`src/rtl/sofmt_defines.vh`:
```
// Shared register map, field positions and codes of the SPI output formatter
`ifndef SOFMT_DEFINES_VH
`define SOFMT_DEFINES_VH

// Register word indices; byte address is four times the index
`define SOFMT_IDX_OUT_CONFIG   8'h04
`define SOFMT_IDX_POLL_STATUS  8'h6c
`define SOFMT_IDX_POLL_MERGED  8'h6d
`define SOFMT_IDX_CURRENTS     8'h70
`define SOFMT_IDX_DAC_ADDR     8'h71
`define SOFMT_IDX_COVER_DATA   8'h72
`define SOFMT_IDX_POLL_CMD     8'h73
`define SOFMT_ADDR_W           10

// Output config fields
`define SOFMT_FMT_LSB          0
`define SOFMT_FMT_MSB          3
`define SOFMT_POLL_OFF_BIT     5
`define SOFMT_LEN_LSB          8
`define SOFMT_LEN_MSB          13
`define SOFMT_DIV_LSB          16
`define SOFMT_DIV_MSB          23
`define SOFMT_CONFIG_RESET     32'h0000_2800

// Format codes
`define SOFMT_FMT_OFF          4'h0
`define SOFMT_FMT_DAC_OFFSET   4'h1
`define SOFMT_FMT_DAC_ABS_POS1 4'h2
`define SOFMT_FMT_DAC_ABS_POS0 4'h3
`define SOFMT_FMT_SCALE        4'h4
`define SOFMT_FMT_SIGNED       4'h5
`define SOFMT_FMT_DAC_SCALE    4'h6
`define SOFMT_FMT_COVER_ONLY   4'hf

// Payload constants
`define SOFMT_SCALE_BITS       6'h08
`define SOFMT_SIGNED_BITS      6'h12
`define SOFMT_OFFSET_MID       9'h080
`define SOFMT_DAT_W            40
`define SOFMT_POLL_PERIOD      16'h4000

`endif

```
`src/rtl/sofmt_skid.v`:
```
// Two-entry buffer with valid and ready on both sides
`timescale 1ns/1ps
`default_nettype none
module sofmt_skid #(
   parameter W = 46
) (
   input  wire         clk,
   input  wire         rstn,
   input  wire [W-1:0] in_data,
   input  wire         in_valid,
   output wire         in_ready,
   output wire [W-1:0] out_data,
   output wire         out_valid,
   input  wire         out_ready
);
   reg [W-1:0] mem [0:1];
   reg         wr_ptr;
   reg         rd_ptr;
   reg [1:0]   count;
   wire        push;
   wire        pop;

   assign in_ready  = (count != 2'h2);
   assign out_valid = (count != 2'h0);
   assign out_data  = mem[rd_ptr];
   assign push      = in_valid & in_ready;
   assign pop       = out_valid & out_ready;

   // Pointer and fill level; simultaneous push and pop keep count
   always @(posedge clk) begin
      if (!rstn) begin
         wr_ptr <= 1'b0;
         rd_ptr <= 1'b0;
         count  <= 2'h0;
      end else begin
         if (push) begin
            mem[wr_ptr] <= in_data;
            wr_ptr      <= ~wr_ptr;
         end
         if (pop)
            rd_ptr <= ~rd_ptr;
         if (push & ~pop)
            count <= count + 2'h1;
         else if (pop & ~push)
            count <= count - 2'h1;
      end
   end
endmodule
`default_nettype wire

```
`src/rtl/sofmt_shifter.v`:
```
// Serial engine: one chip-select frame of a given bit count, MSB first
`timescale 1ns/1ps
`default_nettype none
module sofmt_shifter #(
   parameter DW = 40
) (
   input  wire          clk,
   input  wire          rstn,
   input  wire [DW-1:0] tx_data,
   input  wire [5:0]    tx_len,
   input  wire [7:0]    half_div,
   input  wire          start,
   output reg           busy,
   output reg           done,
   output reg  [DW-1:0] rx_data,
   output reg           sck,
   output reg           mosi,
   output reg           cs_n,
   input  wire          miso_sync
);
   reg [DW-1:0] shreg;
   reg [5:0]    bits_left;
   reg [7:0]    div_cnt;

   // Falling edge shifts out, rising edge samples; idle clock high
   always @(posedge clk) begin
      if (!rstn) begin
         busy      <= 1'b0;
         done      <= 1'b0;
         rx_data   <= {DW{1'b0}};
         sck       <= 1'b1;
         mosi      <= 1'b0;
         cs_n      <= 1'b1;
         shreg     <= {DW{1'b0}};
         bits_left <= 6'h00;
         div_cnt   <= 8'h00;
      end else begin
         done <= 1'b0;
         if (!busy) begin
            if (start) begin
               busy      <= 1'b1;
               cs_n      <= 1'b0;
               shreg     <= tx_data << (DW - tx_len);
               bits_left <= tx_len;
               div_cnt   <= half_div;
            end
         end else if (div_cnt != 8'h00) begin
            div_cnt <= div_cnt - 8'h01;
         end else begin
            div_cnt <= half_div;
            if (sck) begin
               if (bits_left == 6'h00) begin
                  cs_n    <= 1'b1;
                  busy    <= 1'b0;
                  done    <= 1'b1;
                  rx_data <= shreg;
               end else begin
                  sck       <= 1'b0;
                  mosi      <= shreg[DW-1];
                  bits_left <= bits_left - 6'h01;
               end
            end else begin
               sck   <= 1'b1;
               shreg <= {shreg[DW-2:0], miso_sync};
            end
         end
      end
   end
endmodule
`default_nettype wire

```
`src/rtl/sofmt_top.v`:
```
// SPI output formatter: register file, payload builder, polling, sign pins
//
// Contract
// Polling runs and stores results only while polling-disable bit 5 is zero.
// Polled driver status word is copied to readable register 0x6c.
// Global flags, PWM scale, lost-step replies merge into register 0x6d.
// Format 0000 switches SPI output pins off.
// Format 1111 sends only software datagrams; value changes send nothing. The code also sends polling datagrams in 1111 while bit 5 is zero.
// Configuration-only mode uses native driver framing only.
// Format 0100 sends scale factor bits 7:0, MSB first, on change.
// Scale payload longer than 8 bits gets leading zeros.
// Format 0101 sends coil A 17:9 and coil B 8:0 in one datagram.
// Signed payload sends bit 17 first, leading zeros when longer.
// Format 0110 sends scale value tagged with configured DAC address.
// Format 0011 sends two addressed magnitudes; sign pins 0 means positive.
// Format 0010 like 0011 but sign 1 means positive.
// Format 0001 offset-maps currents: -255 to 0, 0 to 128, 255 to 255.
// Software sets datagram length to what the driver expects.
// Coil B datagram follows automatically when coil A completes.
// One chip-select assertion spans exactly the configured clock periods.
//
// Implementation choice: strobed register access.
`timescale 1ns/1ps
`default_nettype none
`include "sofmt_defines.vh"
module sofmt_top #(
   parameter DW          = `SOFMT_DAT_W,
   parameter POLL_PERIOD = `SOFMT_POLL_PERIOD
) (
   input  wire                    clk,
   input  wire                    rstn,
   input  wire [`SOFMT_ADDR_W-1:0] addr,
   input  wire [31:0]             wdata,
   input  wire                    wr,
   input  wire                    rd,
   output reg  [31:0]             rdata,
   input  wire [7:0]              current_scale_factor,
   input  wire [8:0]              coil_a_current,
   input  wire [8:0]              coil_b_current,
   output reg                     spi_sck,
   output reg                     spi_sck_oe,
   output reg                     spi_mosi,
   output reg                     spi_mosi_oe,
   output reg                     spi_cs_n,
   output reg                     spi_cs_n_oe,
   input  wire                    spi_miso,
   output reg                     step_output_pin,
   output reg                     direction_output_pin
);
   // Job kinds travelling through the buffer
   localparam K_COVER = 2'h0;
   localparam K_POLL  = 2'h1;
   localparam K_DATA  = 2'h2;
   localparam JW      = DW + 6 + 2;

   // Sequencer states, one-hot
   localparam S_IDLE  = 3'b001;
   localparam S_SEND  = 3'b010;
   localparam S_WAIT  = 3'b100;

   reg  [31:0]   spi_output_config;
   reg  [31:0]   polled_driver_status;
   reg  [31:0]   polled_merged_regs;
   reg  [31:0]   dac_addr_cfg;
   reg  [31:0]   cover_data;
   reg  [31:0]   poll_cmd;
   reg  [7:0]    last_scale;
   reg  [8:0]    last_a;
   reg  [8:0]    last_b;
   reg           pend_b;
   reg  [15:0]   poll_cnt;
   reg  [1:0]    poll_sel;
   reg  [2:0]    state;
   reg  [1:0]    cur_kind;
   reg  [1:0]    cur_poll;
   reg           miso_meta;
   reg           miso_sync;
   reg  [JW-1:0] next_job;
   reg           next_valid;
   reg           cover_req;
   reg           poll_req;

   wire [3:0]    fmt = spi_output_config[`SOFMT_FMT_MSB:`SOFMT_FMT_LSB];
   wire          poll_off = spi_output_config[`SOFMT_POLL_OFF_BIT];
   wire [5:0]    cfg_len = spi_output_config[`SOFMT_LEN_MSB:`SOFMT_LEN_LSB];
   wire [7:0]    half_div = spi_output_config[`SOFMT_DIV_MSB:`SOFMT_DIV_LSB];
   wire          dac_mode = (fmt == `SOFMT_FMT_DAC_OFFSET) |
                            (fmt == `SOFMT_FMT_DAC_ABS_POS1) |
                            (fmt == `SOFMT_FMT_DAC_ABS_POS0);
   wire          native = (fmt == `SOFMT_FMT_COVER_ONLY);
   wire          in_ready;
   wire [JW-1:0] buf_job;
   wire          buf_valid;
   wire          buf_ready = state[1];
   wire          sh_busy;
   wire          sh_done;
   wire [DW-1:0] sh_rx;
   wire          sh_sck;
   wire          sh_mosi;
   wire          sh_cs_n;
   wire          scale_chg = (current_scale_factor != last_scale);
   wire          cur_chg = (coil_a_current != last_a) | (coil_b_current != last_b);

   // Word index from byte address, bus is word aligned
   function [7:0] reg_idx;
      input [`SOFMT_ADDR_W-1:0] a;
      begin
         reg_idx = a[`SOFMT_ADDR_W-1:2];
      end
   endfunction

   // Magnitude of a 9-bit signed current
   function [7:0] mag;
      input [8:0] c;
      begin
         mag = c[8] ? (8'h00 - c[7:0]) : c[7:0];
      end
   endfunction

   // DAC value for one coil, by format
   function [7:0] dac_val;
      input [3:0] f;
      input [8:0] c;
      reg   [8:0] sum;
      begin
         sum = 9'h000;
         if (f == `SOFMT_FMT_DAC_OFFSET) begin
            // Halve then bias so -255..255 spans 0..255
            sum = {c[8], c[8:1]} + `SOFMT_OFFSET_MID;
            dac_val = sum[7:0];
         end else begin
            dac_val = mag(c);
         end
      end
   endfunction

   // Input synchroniser for the returning serial data
   always @(posedge clk) begin
      if (!rstn) begin
         miso_meta <= 1'b0;
         miso_sync <= 1'b0;
      end else begin
         miso_meta <= spi_miso;
         miso_sync <= miso_meta;
      end
   end

   // Job selection: cover first, then payload, then coil B, then coil A, then polling
   always @* begin
      next_job   = {JW{1'b0}};
      next_valid = 1'b0;
      if (cover_req) begin
         next_job   = {K_COVER, cfg_len, {(DW-32){1'b0}}, cover_data};
         next_valid = 1'b1;
      end else if (fmt == `SOFMT_FMT_SCALE && scale_chg) begin
         // Zero-extended so extra length shifts zeros out first
         next_job   = {K_DATA, cfg_len, {(DW-8){1'b0}}, current_scale_factor};
         next_valid = 1'b1;
      end else if (fmt == `SOFMT_FMT_SIGNED && cur_chg) begin
         next_job   = {K_DATA, cfg_len, {(DW-18){1'b0}}, coil_a_current,
                       coil_b_current};
         next_valid = 1'b1;
      end else if (fmt == `SOFMT_FMT_DAC_SCALE && scale_chg) begin
         next_job   = {K_DATA, cfg_len, {(DW-16){1'b0}}, dac_addr_cfg[7:0],
                       current_scale_factor};
         next_valid = 1'b1;
      end else if (pend_b) begin
         next_job   = {K_DATA, cfg_len, {(DW-16){1'b0}}, dac_addr_cfg[15:8],
                       dac_val(fmt, last_b)};
         next_valid = 1'b1;
      end else if (dac_mode && cur_chg) begin
         next_job   = {K_DATA, cfg_len, {(DW-16){1'b0}}, dac_addr_cfg[7:0],
                       dac_val(fmt, coil_a_current)};
         next_valid = 1'b1;
      end else if (poll_req) begin
         next_job   = {K_POLL, cfg_len, {(DW-32){1'b0}}, poll_cmd[7:0], 24'h000000};
         next_valid = 1'b1;
      end
   end

   sofmt_skid #(
      .W (JW)
   ) u_skid (
      .clk       (clk),
      .rstn      (rstn),
      .in_data   (next_job),
      .in_valid  (next_valid),
      .in_ready  (in_ready),
      .out_data  (buf_job),
      .out_valid (buf_valid),
      .out_ready (buf_ready)
   );

   sofmt_shifter #(
      .DW (DW)
   ) u_shifter (
      .clk       (clk),
      .rstn      (rstn),
      .tx_data   (buf_job[DW-1:0]),
      .tx_len    (buf_job[DW+5:DW]),
      .half_div  (half_div),
      .start     (state[1] & ~(poll_off && cur_kind == K_POLL)),
      .busy      (sh_busy),
      .done      (sh_done),
      .rx_data   (sh_rx),
      .sck       (sh_sck),
      .mosi      (sh_mosi),
      .cs_n      (sh_cs_n),
      .miso_sync (miso_sync)
   );

   // Register writes, change tracking, polling timer
   always @(posedge clk) begin
      if (!rstn) begin
         spi_output_config <= `SOFMT_CONFIG_RESET;
         dac_addr_cfg      <= 32'h0000_0000;
         cover_data        <= 32'h0000_0000;
         poll_cmd          <= 32'h0000_0000;
         cover_req         <= 1'b0;
         last_scale        <= 8'h00;
         last_a            <= 9'h000;
         last_b            <= 9'h000;
         pend_b            <= 1'b0;
         poll_cnt          <= 16'h0000;
         poll_req          <= 1'b0;
      end else begin
         if (wr && reg_idx(addr) == `SOFMT_IDX_OUT_CONFIG)
            spi_output_config <= wdata;
         else if (wr && reg_idx(addr) == `SOFMT_IDX_DAC_ADDR)
            dac_addr_cfg <= wdata;
         else if (wr && reg_idx(addr) == `SOFMT_IDX_POLL_CMD)
            poll_cmd <= wdata;
         // A new cover write wins over the consume of an older one
         if (wr && reg_idx(addr) == `SOFMT_IDX_COVER_DATA && fmt != `SOFMT_FMT_OFF) begin
            cover_data <= wdata;
            cover_req  <= 1'b1;
         end else if (in_ready && cover_req) begin
            cover_req <= 1'b0;
         end
         // In payload formats, values latched only when a datagram is queued
         if (in_ready && next_valid && next_job[JW-1:JW-2] == K_DATA) begin
            if (pend_b && !(fmt == `SOFMT_FMT_SCALE || fmt == `SOFMT_FMT_SIGNED ||
                            fmt == `SOFMT_FMT_DAC_SCALE)) begin
               pend_b <= 1'b0;
            end else begin
               last_scale <= current_scale_factor;
               last_a     <= coil_a_current;
               last_b     <= coil_b_current;
               pend_b     <= dac_mode;
            end
         end else if (!(fmt == `SOFMT_FMT_SCALE || fmt == `SOFMT_FMT_SIGNED ||
                        fmt == `SOFMT_FMT_DAC_SCALE || dac_mode)) begin
            // Idle formats track silently so nothing fires on switch
            last_scale <= current_scale_factor;
            last_a     <= coil_a_current;
            last_b     <= coil_b_current;
            pend_b     <= 1'b0;
         end
         // Polling timer, cleared while disabled or output off
         if (poll_off || fmt == `SOFMT_FMT_OFF) begin
            poll_cnt <= 16'h0000;
            poll_req <= 1'b0;
         end else if (poll_req) begin
            if (in_ready && !cover_req && !next_job[JW-1] && next_job[JW-2])
               poll_req <= 1'b0;
         end else if (poll_cnt == POLL_PERIOD - 1) begin
            poll_cnt <= 16'h0000;
            poll_req <= 1'b1;
         end else begin
            poll_cnt <= poll_cnt + 16'h0001;
         end
      end
   end

   // Sequencer: hand one buffered job to the shifter and wait for it
   always @(posedge clk) begin
      if (!rstn) begin
         state                <= S_IDLE;
         cur_kind             <= K_COVER;
         cur_poll             <= 2'h0;
         poll_sel             <= 2'h0;
         polled_driver_status <= 32'h0000_0000;
         polled_merged_regs   <= 32'h0000_0000;
      end else begin
         case (state)
            S_IDLE: begin
               if (buf_valid) begin
                  cur_kind <= buf_job[JW-1:JW-2];
                  cur_poll <= poll_sel;
                  state    <= S_SEND;
               end
            end
            S_SEND: begin
               state <= (poll_off && cur_kind == K_POLL) ? S_IDLE : S_WAIT;
            end
            S_WAIT: begin
               if (sh_done) begin
                  state <= S_IDLE;
                  if (cur_kind == K_POLL && !poll_off) begin
                     poll_sel <= poll_sel + 2'h1;
                     case (cur_poll)
                        2'h0: polled_driver_status <= sh_rx[31:0];
                        2'h1: polled_merged_regs[7:0] <= sh_rx[7:0];
                        2'h2: polled_merged_regs[15:8] <= sh_rx[7:0];
                        default: polled_merged_regs[31:16] <= sh_rx[15:0];
                     endcase
                  end
               end
            end
            default: state <= S_IDLE;
         endcase
      end
   end

   // Read data one cycle after the strobe; unmapped reads zero
   always @(posedge clk) begin
      if (!rstn) begin
         rdata <= 32'h0000_0000;
      end else if (rd) begin
         if (reg_idx(addr) == `SOFMT_IDX_OUT_CONFIG)
            rdata <= spi_output_config;
         else if (reg_idx(addr) == `SOFMT_IDX_POLL_STATUS)
            rdata <= polled_driver_status;
         else if (reg_idx(addr) == `SOFMT_IDX_POLL_MERGED)
            rdata <= polled_merged_regs;
         else if (reg_idx(addr) == `SOFMT_IDX_DAC_ADDR)
            rdata <= dac_addr_cfg;
         else if (reg_idx(addr) == `SOFMT_IDX_COVER_DATA)
            rdata <= cover_data;
         else if (reg_idx(addr) == `SOFMT_IDX_POLL_CMD)
            rdata <= poll_cmd;
         else if (reg_idx(addr) == `SOFMT_IDX_CURRENTS)
            rdata <= {6'h00, coil_a_current, coil_b_current, current_scale_factor};
         else
            rdata <= 32'h0000_0000;
      end else begin
         rdata <= 32'h0000_0000;
      end
   end

   // Pin stage: registered copies, enables low when output is off
   always @(posedge clk) begin
      if (!rstn) begin
         spi_sck              <= 1'b1;
         spi_mosi             <= 1'b0;
         spi_cs_n             <= 1'b1;
         spi_sck_oe           <= 1'b0;
         spi_mosi_oe          <= 1'b0;
         spi_cs_n_oe          <= 1'b0;
         step_output_pin      <= 1'b0;
         direction_output_pin <= 1'b0;
      end else begin
         spi_sck     <= sh_sck;
         spi_mosi    <= sh_mosi;
         spi_cs_n    <= sh_cs_n;
         spi_sck_oe  <= (fmt != `SOFMT_FMT_OFF);
         spi_mosi_oe <= (fmt != `SOFMT_FMT_OFF);
         spi_cs_n_oe <= (fmt != `SOFMT_FMT_OFF) | native;
         // Sign of each coil on the step/direction pins
         if (fmt == `SOFMT_FMT_DAC_ABS_POS0) begin
            step_output_pin      <= coil_a_current[8];
            direction_output_pin <= coil_b_current[8];
         end else if (fmt == `SOFMT_FMT_DAC_ABS_POS1) begin
            step_output_pin      <= ~coil_a_current[8];
            direction_output_pin <= ~coil_b_current[8];
         end else begin
            step_output_pin      <= 1'b0;
            direction_output_pin <= 1'b0;
         end
      end
   end
endmodule
`default_nettype wire

```
`config.mk`:
```
export PLATFORM = sky130hd
export DESIGN_NAME = sofmt_top
export DESIGN_NICKNAME = d
export VERILOG_FILES = /design/src/rtl/sofmt_skid.v /design/src/rtl/sofmt_shifter.v /design/src/rtl/sofmt_top.v
export VERILOG_INCLUDE_DIRS = /design/src /design/src/rtl
export SDC_FILE = /design/constraint.sdc
export NUM_CORES = 1
export LEC_CHECK = 0
export BUFFER_PORTS_ARGS = -buffer_cell sky130_fd_sc_hd__clkbuf_2
export CORE_ASPECT_RATIO = 0.5
export CORE_UTILIZATION = 35
export DETAILED_ROUTE_END_ITERATION = 8
export HOLD_SLACK_MARGIN = 0.02
export SYNTH_ARGS = -nofsm -noshare
export SYNTH_HDL_FRONTEND = slang
export SYNTH_SLANG_ARGS = --single-unit
```
`constraint.sdc`:
```
create_clock -name clk -period 5.3 [get_ports clk]
set_input_delay 0.795 -clock clk [delete_from_list [all_inputs] [get_ports clk]]
set_output_delay 0.795 -clock clk [all_outputs]
set_load 0.01 [all_outputs]
```
==> impl_results.md <==
* Layout area overhead at 11.91%
* Slew margin rel. at 0.1468
* Largest fanout on the critical path at 27
* Pleak at 8.554 nW
* CTS hold repair buffers at 0
* # IOs at 113
* Gp weighted congestion at 0.9388
* Worst slew pin tran at 1.280 ns
* Synthesis-stage register bit count at 463
* Post-CTS Setup Bufs at 0
* Die ar. at 65030 µm²
* Starting DRT DRC Count at 2589
* Crit path to: u_shifter.shreg[39]
* Starting density of the core at 0.3547
* R2R setup slack at 1.17 ns
* Clk slew on worst S/H paths at 0.06 ns
* Worst-Skew Late Latency at 0.59 ns
* Synth unique cells at 92
* PostCTS Resize Cnt at 0
* H-tree depth at 2
* Routed len/inst at 22.87 µm
* Number of max-cap violations at 0
* Total track usage at 0.2320
* Setup TNS at 0 ns
* Syn_area_per_cell at 8.809 µm²
* Slowest cell on the critical path: xor2_4
* Initial antenna violation count at 5
* Commonest non-fill, non-tap cell in the layout: nand2_1
* CTS max path bufs at 3
* Stages on worst setup path at 8
* Die span in y at 180.8 µm
* Post-synth EDFFs at 80
* Post-synth net total at 2623
* Tcrit/Tclk final at 0.7790
* Crit end category: flip-flop
* Total gr overflow at 0
* Worst Path Required at 5.78 ns
* Worst hold slack at 0.4405 ns
* Number of CTS-inserted buffers at 45
* Max Clk Rate at 0.2422 GHz
* Die width at 359.6 µm
* FF-to-FF End: u_shifter.shreg[39]
* DRC at 0
* Hold Crit Start: miso_meta
* Kind of cell adding the most delay to the critical path: multiplexers
* Final Power at 7.069 mW
* CP max stage delay at 0.82 ns
* Gate Count Post-Synth at 2541
* Worst Path Arrival at 4.61 ns
* Final setup fails at 0
* Final nets at 2632
* Share of post-route cells with drive strength above 1 at 0.1392
* Row cnt at 65
* Post-route ant nets at 0
* HP Class: reg -> reg
* Number of synthesis warnings at 0
* Pin count of the biggest net entering global routing at 221
* Post-detail-place hpwl at 55940 µm
* CTS Root Cell: clkbuf_16
* Routed vias/inst at 5.768
* TritonCTS clock tree: yes
* Total wire length at 78400 µm
* Crit-path cells: mux2i_1, ha_1, xor2_4, mux2i_1, mux2i_1, mux2_2, or2_1, a221oi_2
* Skew final at 0.03176 ns
* Worst Setup Start Kind: flip-flop
* Worst path buffer plus inverter count at 0
* Fin. max-slew vios at 0
* Unrepaired setup endpoints after global routing: false
* Peak VDD IR at 150.8 µV
* Ys flop type: dfxtp_1
* Number of global-route vias before repair at 17880
* Mapped cell area at 22380 µm²
* Core Box Area at 63110 µm²
* Min cycle time layout at 4.129 ns
* Status: completed
* Multi-input gate area at 11480 µm²
* Clock sinks at 463
* Sequential standard cell area at 10070 µm²
* Critical path's most frequent cell: mux2i_1
* Global-route wire length before repair at 116300 µm
* Pre-antenna DRT Iters at 6
* Hold Vio Cnt, Final at 0
* Crit Path Category: reg -> reg
* IO Port Bufs at 110
* Fill cells at 6337
* Power Dens Cells at 282.2 nW/µm²
* Synth async-reset ratio at 0
* Most frequent cells in the layout: nand2_1, dfxtp_1, a21oi_1, nor2_1, mux2i_1
* Sequential-to-total area share from yosys stat at 0.4499
* DR vias at 19770
* R2r worst-path depth at 8
==> worst register-to-register path, stage by stage, from the launching register on <==
cell and delay, ns:
dfxtp_2 0.59, mux2i_1 0.62, ha_1 0.47, xor2_4 0.82, mux2i_1 0.56, mux2i_1 0.16
mux2_2 0.32, or2_1 0.26, a221oi_2 0.23
==> cell families (layout without fill, tap and decap cells) <==
group | after synthesis | after routing | synth area share
adder cells (fa/ha/maj) | 9 | 9 | 0.005031
multiplexers | 222 | 222 | 0.1088
AO/OA/AOI/OAI | 693 | 693 | 0.1988
AND/OR/NAND/NOR | 874 | 874 | 0.1718
XOR/XNOR | 60 | 60 | 0.02465
flip-flops | 463 | 463 | 0.4499
other | 0 | 4 | 0
buffers and inverters | 220 | 266 | 0.04108
==> cell type report <==
type | count | share of cell area
antenna | 4 | 0.0003996
timing repair buffer | 158 | 0.03686
inverter | 24 | 0.003896
tap | 837 | 0.04181
clock inverter | 22 | 0.008791
clock buffer | 62 | 0.04790
sequential | 463 | 0.4021
multi-input combinational | 1858 | 0.4582
==> synthesized netlist by cell type, drive strengths merged (32+ instances only) <==
master	n	share of area
dfxtp	383	0.34
xor2	32	0.013
a21oi	313	0.070
edfxtp	80	0.11
a22oi	77	0.026
nor2	159	0.027
mux2i	137	0.063
a22o	38	0.015
mux2	78	0.039
buf	46	0.012
nand3	32	0.0072
a221oi	52	0.021
clkbuf	150	0.025
nand2	519	0.087
o21ai	77	0.017
==> state kept, by name, indices dropped and copies added (netlist names), 9 cells and up, named ones only <==
register	cells
last_b	9
u_skid.mem	80
spi_output_config	32
poll_cnt	16
last_a	9
u_shifter.shreg	40
cover_data	32
polled_driver_status	32
u_shifter.rx_data	32
poll_cmd	32
dac_addr_cfg	32
rdata	32
polled_merged_regs	32
==> power by group <==
part | switching [mW] | internal [mW] | total [mW]
Clock | 1.46 | 1.75 | 3.22
Combinational | 0.179 | 0.0772 | 0.257
Sequential | 0.0166 | 3.58 | 3.59
Total | 1.66 | 5.41 | 7.07
==> layer usage <==
layer	GRT usage	share of wire	up-vias	wire [µm]
met4	0.07350	0.028	0	2161
li1	-	-	9135	-
met5	0	0	-	0
met2	0.3370	0.42	798	33170
met1	0.3485	0.46	9714	36310
met3	0.03502	0.086	126	6761
==> how the worst min path moves through the flow <==
stage,to,slack (ns),cells past startpoint
floorplan,spi_cs_n,0.40,1
global placement,miso_sync,0.43,1
detailed placement,miso_sync,0.43,1
CTS,miso_sync,0.45,1
global route,miso_sync,0.45,1
finish,miso_sync,0.44,1
==> metrics by stage <==
step,worst slack (ns),area (µm²),instances,utilization
final,1.171,25050,3428,0.3969
after global routing,1.022,25050,3428,0.3969
after CTS,1.193,25040,3424,0.3967
after detailed placement,0.7599,23620,3340,0.3742
after global placement,0.8201,23620,3340,0.3742
after floorplan,0.8503,22390,2541,-
Note: power is estimated with default switching activity, not from simulation.
